[src/design/rsc_params.svh]
// Holds the register offsets, field positions, reset values and timing counts of the run/stop control block.
// Assumes it is included by bare name by every file that needs these figures.
`ifndef RSC_PARAMS_SVH
`define RSC_PARAMS_SVH

// ****************************************************************
// Register offsets (byte addresses on the APB).
// ****************************************************************
`define RSC_OFF_CTRL    8'h00
`define RSC_OFF_STAT    8'h04
`define RSC_OFF_RETAIN  8'h08
`define RSC_OFF_INPUT   8'h0C
`define RSC_OFF_PROG    8'h10

// ****************************************************************
// Field positions.
// ****************************************************************
`define RSC_CTRL_RUN    0
`define RSC_CTRL_STOP   1
`define RSC_CTRL_BEGIN  2
`define RSC_CTRL_COMMIT 3
`define RSC_STAT_RUN    0
`define RSC_STAT_EMPTY  1
`define RSC_STAT_EXP    2
`define RSC_STAT_LINK   3
`define RSC_STAT_SPD100 4
`define RSC_STAT_NODISP 5
`define RSC_STAT_ENTRY  6

// ****************************************************************
// Reset values.
// ****************************************************************
`define RSC_RETAIN_RST  8'h00

// ****************************************************************
// Timing.
// ****************************************************************
`define RSC_CLK_MHZ     50
`define RSC_SCAN_US     100
`define RSC_SCAN_CYC    (`RSC_SCAN_US * `RSC_CLK_MHZ)
`define RSC_BLINK_MS    250
`define RSC_BLINK_CYC   (`RSC_BLINK_MS * 1000 * `RSC_CLK_MHZ)
// Boot outlasts the pin synchroniser, so straps and module detection are settled at the decision.
`define RSC_BOOT_CYC    5

`endif

[src/design/rsc_pkg.sv]
// Holds the types shared by the run/stop control block and its bus.
// Assumes an APB master with 8-bit addresses and 32-bit data.
package rsc_pkg;

   typedef enum logic [2:0] {
      RSC_BOOT,
      RSC_COPY,
      RSC_STOP,
      RSC_RUN,
      RSC_ENTRY
   } rsc_mode_e;

   typedef struct packed {
      logic        psel;
      logic        penable;
      logic        pwrite;
      logic [7:0]  paddr;
      logic [31:0] pwdata;
   } rsc_apb_req_s;

   typedef struct packed {
      logic [31:0] prdata;
      logic        pready;
      logic        pslverr;
   } rsc_apb_rsp_s;

endpackage

[src/design/rsc_sync.sv]
// Holds the three-stage pin synchroniser with agreement filter.
// Assumes asynchronous inputs; the output moves only when stages two and three agree.
`timescale 1ns/10ps
module rsc_sync #(
   parameter int W = 1
) (
   input  wire logic         pclk,
   input  wire logic         presetn,
   input  wire logic         ce,
   input  wire logic [W-1:0] d,
   output logic      [W-1:0] q
);
   typedef struct packed {
      logic [W-1:0] s1;
      logic [W-1:0] s2;
      logic [W-1:0] s3;
      logic [W-1:0] q;
   } rsc_sync_s;

   rsc_sync_s s_ff;
   rsc_sync_s nxt_s;

   always_comb begin
      nxt_s    = s_ff;
      nxt_s.s1 = d;
      nxt_s.s2 = s_ff.s1;
      nxt_s.s3 = s_ff.s2;
      nxt_s.q  = (s_ff.s2 & s_ff.s3) | (s_ff.q & (s_ff.s2 ^ s_ff.s3));
   end

   always_ff @(posedge pclk or negedge presetn) begin
      if (!presetn) begin
         s_ff <= '0;
      end else if (ce) begin
         s_ff <= nxt_s;
      end
   end

   assign q = s_ff.q;
endmodule

[src/design/rsc_ctrl.sv]
// Holds the start-up and run/stop control of the base unit with its APB register file.
// Assumes APB, card, backup-store and retention signals come from logic on pclk; the remaining pins are asynchronous.
`timescale 1ns/10ps
`include "rsc_params.svh"

// Overview of operation
// - In stop, the input image is never refreshed from the pins.
// - In stop, the stored program is not evaluated.
// - In stop, every output is held off.
// - In run, the inputs are sampled once per scan cycle.
// - In run, outputs follow the stored program evaluated on the input image.
// - Without any program at power-on, stay stopped and flag the empty program.
// - A card program at power-on is copied over the internal one.
// - With a program present, resume the run or stop state held before power loss.
// - A unit without display goes to run at power-on when a program is present; LED turns green.
// - Any retentive function makes the unit keep its values over power loss.
// - Power loss during program entry leaves no program afterwards.
// - The network LED flashes orange during traffic.
// - The network LED is steady green with link and no traffic.
// - The network port runs at ten or one hundred megabits.
module rsc_ctrl
   import rsc_pkg::*;
#(
   parameter int          NIN       = 8,
   parameter int          NOUT      = 4,
   parameter int unsigned SCAN_CYC  = `RSC_SCAN_CYC,
   parameter int unsigned BLINK_CYC = `RSC_BLINK_CYC
) (
   input  wire logic                        pclk,
   input  wire logic                        presetn,
   input  wire logic                        ce,
   input  wire rsc_pkg::rsc_apb_req_s       apb_req,
   output rsc_pkg::rsc_apb_rsp_s            apb_rsp,
   input  wire logic [NIN-1:0]              in_pins,
   output logic      [NOUT-1:0]             q_o,
   input  wire logic                        nodisp_strap,
   input  wire logic                        exp_present,
   input  wire logic                        eth_link,
   input  wire logic                        eth_activity,
   input  wire logic                        eth_speed100,
   input  wire logic                        card_has_prog,
   input  wire logic [NIN-1:0]              card_data,
   output logic                             card_rd_o,
   output logic      [$clog2(NOUT+1)-1:0]   card_addr_o,
   input  wire logic                        nv_prog_valid,
   input  wire logic                        nv_run,
   input  wire logic                        perm_retentive,
   output logic                             nv_prog_valid_o,
   output logic                             nv_run_o,
   output logic                             nv_keep_o,
   output logic                             prog_empty_o,
   output logic                             led_green_o,
   output logic                             led_red_o,
   output logic                             eth_green_o,
   output logic                             eth_orange_o
);
   import rsc_pkg::*;

   localparam int IW = $clog2(NOUT+1);
   localparam int SW = NIN + 5;

   typedef struct packed {
      rsc_mode_e                 mode;
      logic [NOUT-1:0][NIN-1:0]  prog;
      logic [IW-1:0]             idx;
      logic [2:0]                boot_cnt;
      logic                      prog_valid;
      logic                      keep;
      logic                      nodisp;
      logic                      exp_seen;
      logic [7:0]                retain;
      logic [NIN-1:0]            in_img;
      logic [NOUT-1:0]           q;
      logic [31:0]               scan_cnt;
      logic [31:0]               blink_cnt;
      logic                      blink;
      logic                      act_hold;
      logic                      led_green;
      logic                      led_red;
      logic                      eth_green;
      logic                      eth_orange;
      logic                      card_rd;
      logic                      prog_empty;
      rsc_apb_rsp_s              rsp;
   } rsc_state_s;

   rsc_state_s     s_ff;
   rsc_state_s     nxt_s;
   logic [SW-1:0]  sync_q;
   logic [NIN-1:0] in_sync;
   logic           link_s;
   logic           act_s;
   logic           spd_s;
   logic           nodisp_s;
   logic           exp_s;
   logic [NOUT-1:0] eval_w;
   logic           tick;
   logic           setup;
   logic           acc;
   logic [7:0]     poff;
   logic           prog_hit;
   logic           hit;
   logic [31:0]    rdata;

   // ****************************************************************
   // Pin synchronisation.
   // ****************************************************************
   rsc_sync #(.W(SW)) u_sync (
      .pclk    (pclk),
      .presetn (presetn),
      .ce      (ce),
      .d       ({in_pins, eth_link, eth_activity, eth_speed100, nodisp_strap, exp_present}),
      .q       (sync_q)
   );

   assign {in_sync, link_s, act_s, spd_s, nodisp_s, exp_s} = sync_q;

   // ****************************************************************
   // Program evaluation: an output is the AND of the inputs its entry selects, off for an empty entry.
   // ****************************************************************
   genvar gi;
   generate
      for (gi = 0; gi < NOUT; gi++) begin : g_eval
         assign eval_w[gi] = (|s_ff.prog[gi]) & (&(s_ff.in_img | ~s_ff.prog[gi]));
      end
   endgenerate

   // ****************************************************************
   // Next-state logic.
   // ****************************************************************
   always_comb begin
      nxt_s     = s_ff;
      tick      = 1'b0;
      setup     = apb_req.psel & ~apb_req.penable;
      acc       = apb_req.psel & apb_req.penable & s_ff.rsp.pready;
      poff      = apb_req.paddr - `RSC_OFF_PROG;
      prog_hit  = (apb_req.paddr >= `RSC_OFF_PROG) && (poff[1:0] == 2'b00) && (32'(poff[7:2]) < 32'(NOUT));
      hit       = prog_hit || apb_req.paddr == `RSC_OFF_CTRL || apb_req.paddr == `RSC_OFF_STAT ||
                  apb_req.paddr == `RSC_OFF_RETAIN || apb_req.paddr == `RSC_OFF_INPUT;
      rdata     = 32'h0000_0000;
      nxt_s.rsp.pready = 1'b0;

      if (s_ff.scan_cnt == SCAN_CYC - 1) begin
         nxt_s.scan_cnt = 32'h0000_0000;
         tick           = 1'b1;
      end else begin
         nxt_s.scan_cnt = s_ff.scan_cnt + 32'h0000_0001;
      end

      if (s_ff.blink_cnt == BLINK_CYC - 1) begin
         nxt_s.blink_cnt = 32'h0000_0000;
         nxt_s.blink     = ~s_ff.blink;
         nxt_s.act_hold  = act_s;
      end else begin
         nxt_s.blink_cnt = s_ff.blink_cnt + 32'h0000_0001;
         nxt_s.act_hold  = s_ff.act_hold | act_s;
      end

      unique case (s_ff.mode)
         RSC_BOOT: begin
            nxt_s.boot_cnt = s_ff.boot_cnt + 3'h1;
            if (s_ff.boot_cnt == 3'(`RSC_BOOT_CYC - 1)) begin
               nxt_s.nodisp   = nodisp_s;
               nxt_s.exp_seen = exp_s;
               if (card_has_prog) begin
                  nxt_s.mode = RSC_COPY;
                  nxt_s.idx  = '0;
               end else if (nv_prog_valid) begin
                  nxt_s.prog_valid = 1'b1;
                  nxt_s.mode       = (nv_run || nodisp_s) ? RSC_RUN : RSC_STOP;
               end else begin
                  nxt_s.prog_valid = 1'b0;
                  nxt_s.mode       = RSC_STOP;
               end
            end
         end
         RSC_COPY: begin
            nxt_s.prog[s_ff.idx[$clog2(NOUT)-1:0]] = card_data;
            nxt_s.idx = s_ff.idx + IW'(1);
            if (32'(s_ff.idx) == NOUT - 1) begin
               nxt_s.prog_valid = 1'b1;
               nxt_s.mode       = (nv_run || s_ff.nodisp) ? RSC_RUN : RSC_STOP;
            end
         end
         RSC_RUN: begin
            if (tick) begin
               nxt_s.in_img = in_sync;
               nxt_s.q      = eval_w;
            end
         end
         RSC_STOP, RSC_ENTRY: begin
         end
      endcase

      if (setup) begin
         if (apb_req.paddr == `RSC_OFF_STAT) begin
            rdata[`RSC_STAT_RUN]    = s_ff.mode == RSC_RUN;
            rdata[`RSC_STAT_EMPTY]  = ~s_ff.prog_valid;
            rdata[`RSC_STAT_EXP]    = s_ff.exp_seen;
            rdata[`RSC_STAT_LINK]   = link_s;
            rdata[`RSC_STAT_SPD100] = spd_s;
            rdata[`RSC_STAT_NODISP] = s_ff.nodisp;
            rdata[`RSC_STAT_ENTRY]  = s_ff.mode == RSC_ENTRY;
         end else if (apb_req.paddr == `RSC_OFF_RETAIN) begin
            rdata[7:0] = s_ff.retain;
         end else if (apb_req.paddr == `RSC_OFF_INPUT) begin
            rdata[NIN-1:0] = s_ff.in_img;
         end else if (prog_hit) begin
            rdata[NIN-1:0] = s_ff.prog[poff[$clog2(NOUT)+1:2]];
         end
         nxt_s.rsp.prdata  = rdata;
         nxt_s.rsp.pready  = 1'b1;
         nxt_s.rsp.pslverr = ~hit;
      end

      if (acc && apb_req.pwrite && !s_ff.rsp.pslverr) begin
         if (apb_req.paddr == `RSC_OFF_CTRL) begin
            if (apb_req.pwdata[`RSC_CTRL_STOP] && s_ff.mode == RSC_RUN) begin
               nxt_s.mode = RSC_STOP;
            end else if (apb_req.pwdata[`RSC_CTRL_RUN] && s_ff.mode == RSC_STOP && s_ff.prog_valid) begin
               nxt_s.mode = RSC_RUN;
            end else if (apb_req.pwdata[`RSC_CTRL_BEGIN] && s_ff.mode == RSC_STOP) begin
               nxt_s.mode       = RSC_ENTRY;
               nxt_s.prog_valid = 1'b0;
            end else if (apb_req.pwdata[`RSC_CTRL_COMMIT] && s_ff.mode == RSC_ENTRY) begin
               nxt_s.mode       = RSC_STOP;
               nxt_s.prog_valid = 1'b1;
            end
         end else if (apb_req.paddr == `RSC_OFF_RETAIN) begin
            nxt_s.retain = apb_req.pwdata[7:0];
         end else if (prog_hit && s_ff.mode == RSC_ENTRY) begin
            nxt_s.prog[poff[$clog2(NOUT)+1:2]] = apb_req.pwdata[NIN-1:0];
         end
      end

      // Leaving run clears the outputs in the same edge, so no output lingers.
      if (nxt_s.mode != RSC_RUN) begin
         nxt_s.q = '0;
      end

      nxt_s.keep       = (|s_ff.retain) | perm_retentive;
      nxt_s.led_green  = nxt_s.mode == RSC_RUN;
      nxt_s.led_red    = nxt_s.mode != RSC_RUN;
      nxt_s.eth_orange = link_s & nxt_s.act_hold & s_ff.blink;
      nxt_s.eth_green  = link_s & ~nxt_s.act_hold;
      nxt_s.card_rd    = nxt_s.mode == RSC_COPY;
      nxt_s.prog_empty = ~nxt_s.prog_valid & (nxt_s.mode != RSC_BOOT) & (nxt_s.mode != RSC_COPY);
   end

   always_ff @(posedge pclk or negedge presetn) begin
      if (!presetn) begin
         s_ff           <= '0;
         s_ff.mode      <= RSC_BOOT;
         s_ff.retain    <= `RSC_RETAIN_RST;
         s_ff.led_red   <= 1'b1;
      end else if (ce) begin
         s_ff <= nxt_s;
      end
   end

   // ****************************************************************
   // Outputs.
   // ****************************************************************
   assign apb_rsp         = s_ff.rsp;
   assign q_o             = s_ff.q;
   assign card_rd_o       = s_ff.card_rd;
   assign card_addr_o     = s_ff.idx;
   assign nv_prog_valid_o = s_ff.prog_valid;
   assign nv_run_o        = s_ff.led_green;
   assign nv_keep_o       = s_ff.keep;
   assign prog_empty_o    = s_ff.prog_empty;
   assign led_green_o     = s_ff.led_green;
   assign led_red_o       = s_ff.led_red;
   assign eth_green_o     = s_ff.eth_green;
   assign eth_orange_o    = s_ff.eth_orange;
endmodule

[config.mk]
export PLATFORM = sky130hd
export DESIGN_NAME = rsc_ctrl
export DESIGN_NICKNAME = d
export VERILOG_FILES = /design/src/design/rsc_pkg.sv /design/src/design/rsc_sync.sv /design/src/design/rsc_ctrl.sv
export VERILOG_INCLUDE_DIRS = /design/src /design/src/design
export SDC_FILE = /design/constraint.sdc
export NUM_CORES = 1
export LEC_CHECK = 0
export BUFFER_PORTS_ARGS = -buffer_cell sky130_fd_sc_hd__buf_2
export CAP_MARGIN = 10
export CORE_MARGIN = 2
export CORE_UTILIZATION = 46
export DETAILED_ROUTE_END_ITERATION = 8
export PLACE_DENSITY = 0.73
export SLEW_MARGIN = 30
export SYNTH_ARGS = -nofsm -noshare
export SYNTH_HDL_FRONTEND = slang
export SYNTH_SLANG_ARGS = --single-unit
[constraint.sdc]
create_clock -name pclk -period 2.3 [get_ports pclk]
set_input_delay 0.23 -clock pclk [delete_from_list [all_inputs] [get_ports pclk]]
set_output_delay 0.23 -clock pclk [all_outputs]
set_load 0.01 [all_outputs]
==> impl_metrics.toml <==
[cells_and_area]
num-fill-cells = 1830
seqCellArea_um2 = 4981
area_growth_pct = 12.65
multiInputGateArea_um2 = 4402
final_common_cell = "dfrtp_1"
most-common-layout-cells = "dfrtp_1, nand2_1, buf_2"
drive_gt1_share_pct = 22.39
nNetsFinal = 1058

[logic_synthesis]
syn_inst = 893
avgSynthCellArea_um2 = 11.02
async_flop_share_pct = 100.0
yosys.area.top_type = "dfrtp_1"
ys_top_cells_by_area = "dfrtp_1, mux2_2, nand2_1"
synth_ff_type = "dfrtp_1"
synth_top_area_share_pct = 50.36
ys_types = 60
synth-seq-cells = 199
yosysSeqAreaShare_pct = 50.62
synth_warnings = 0
synth_area_um2 = 9839
synth_edf_count = 0

[clock_tree]
clock_path_buffers = 2
clock-sinks = 199
clock_latency_ns = 0.44
cts_buffers = 17
cts_tree = "done"
postCtsSetupBuffers = 0
path_clk_slew_ns = 0.08
cts_max_level = 4
cts_root_buf = "clkbuf_16"

[floorplanning]
io-pin-count = 121
fp.dieH_um = 150.3
core_area_um2 = 21020
dieArea_um2 = 22580
fp.dieW_um = 150.3
num_rows = 53
start_util_pct = 46.81

[worst_setup_path]
critical_path_class = "flop to flop"
r2r-start = "s_ff[99]$_DFFE_PN0P_"
cp.depth = 5
startpoint = "s_ff[99]$_DFFE_PN0P_"
crit_buf_inv = 0
reg2reg_to = "q_o[0]$_DFFE_PN0P_"
rr_worst_depth = 5
path_cells = "or4_4 > nor4_4 > nand4_4 > a31oi_1 > o32ai_1"
crit_family = "simple AND/OR/NAND/NOR gates"
end_kind = "flop"
arrival_ns = 2.50
crit_path_max_fanout = 4
startpoint_type = "flop"
cp.required_ns = 2.59
timing.reg2reg.setup_slack_ns = 0.09
crit_slowest_cell = "or4_4"
crit_end = "q_o[0]$_DFFE_PN0P_"
slowest_delay_ns = 0.57

[detailed_routing]
ant_nets = 0
wire_per_inst_um = 17.32
firstDrtPassIters = 5
drc = 0
first_iter_violations = 534
wl_mm = 21.72
viasPerCell = 5.693
via_count = 7139

[power_and_ir_drop]
ir_drop_uv = 582.4
power.density_nw_per_um2 = 904.2
p_leak_nw = 5.010

[timing]
worst_slew_pin_slew_ns = 0.8689
fmax_ghz = 0.4523
fin_hold_ws_ns = 0.01937
period_minus_slack_ns = 2.211
setup_violations = 0
period_share_pct = 96.13
drv_slew = 0
hold_viol = 0
rsz0062_at_grt = "false"
slew-limit-headroom_pct = 42.08
final.setup_skew_ns = 0.01595
fin_setup_tns_ns = 0

[outcome]
status = "complete, no violations"

[placement]
port_buffers = 72
routabilityCongestion = 0.9313
dp_hpwl_mm = 15.48

[grt]
grt_pass1_wl_mm = 36.07
antenna_found_initial = 0
grt_max_degree = 82
grt_pass1_vias = 6979
globalRouteOverflowTotal = 0
track_usage_pct = 20.30

[run]
cap_violations = 0

[min_path]
worstHoldPathType = "input port to flop"
==> where the power goes <==
| part | total [mW] | switching (mW) | internal [mW] |
|---|---|---|---|
| Clock | 3.03 | 1.54 | 1.50 |
| Sequential | 5.00 | 0.812 | 4.19 |
| Combinational | 1.99 | 0.947 | 1.04 |
| Total | 10.0 | 3.29 | 6.73 |
==> logic make-up (layout without fill, tap and decap cells) <==
family                   count (synthesis)  count (layout)  synth area share (%)
AO/OA/AOI/OAI                          161             161                 11.78
XOR/XNOR                                61              61                 5.430
adder cells (fa/ha/maj)                 22              22                 2.798
buffers and inverters                  101             163                 5.621
flip-flops                             199             199                 50.62
multiplexers                            71              71                 9.207
other                                    1              25               0.03811
AND/OR/NAND/NOR                        277             277                 14.51
==> cells in the mapped netlist (all sizes together) (20+ instances only) <==
| cell type | number |
|---|---|
| mux2 | 58 |
| nor4 | 20 |
| inv | 27 |
| nor2 | 47 |
| nand4 | 26 |
| buf | 58 |
| xor2 | 23 |
| nand3 | 39 |
| nand2 | 91 |
| xnor2 | 38 |
| o22ai | 32 |
| ha | 22 |
| dfrtp | 198 |
| a2bb2oi | 33 |
| o21ai | 36 |
==> worst min-delay path by stage <==
stage,startpoint,end,slack (ns),cells past startpoint
after floorplan,presetn,apb_rsp[0]$_DFFE_PN0P_,-0.07,0
after global placement,presetn,apb_rsp[1]$_DFFE_PN0P_,0.26,1
after detailed placement,presetn,apb_rsp[1]$_DFFE_PN0P_,0.27,1
after CTS,in_pins[4],u_sync.nxt_s[35]$_DFFE_PN0P_,0.006,2
after global routing,in_pins[5],u_sync.nxt_s[36]$_DFFE_PN0P_,0.02,2
final,in_pins[5],u_sync.nxt_s[36]$_DFFE_PN0P_,0.02,2
==> layer usage <==
layer  routed length (µm)  vias up  track usage, %
li1                     -     3334               -
met1                10230     3536           29.14
met2                 9917      225           31.16
met3                 1096       44           3.455
met4                  476        0           7.311
met5                    0        -               0
==> flip-flops by register name, indices dropped and copies added, names as in the netlist, 3 cells and up <==
| register | count |
|---|---|
| s_ff | 122 |
| u_sync.nxt_s | 26 |
| u_sync.q | 13 |
| u_sync.s_ff | 13 |
| apb_rsp | 10 |
| q_o | 4 |
| card_addr_o | 3 |
==> timing repair <==
item / in CTS / in global routing
hold buffers: 1 / 0
hold endpoints to repair: 61 / 0
endpoints found under the setup margin: 0 / 4
resized for setup: 0 / 2
==> area by class of cell <==
class                      count  share of cell area (%)
antenna                        1                 0.02258
inverter                      27                  0.9143
timing repair buffer         104                   5.768
clock inverter                15                   1.704
clock buffer                  17                   3.838
sequential                   199                   44.94
multi-input combinational    616                   39.71
tap                          275                   3.104
==> per-stage QoR <==
step / instances / total power, mW / setup slack (ns) / instance area [µm²] / utilization (%)
after floorplan: 916 / 6.234 / 0.2529 / 9926 / -
after global placement: 1220 / 6.926 / 0.1814 / 10450 / 49.70
after detailed placement: 1220 / 7.000 / 0.1001 / 10450 / 49.70
after CTS: 1253 / 10.05 / 0.1057 / 11070 / 52.67
after global routing: 1253 / 10.54 / 0.01486 / 11080 / 52.72
final: 1254 / 10.02 / 0.08890 / 11080 / 52.73
Power figures use the tool's default switching activity.
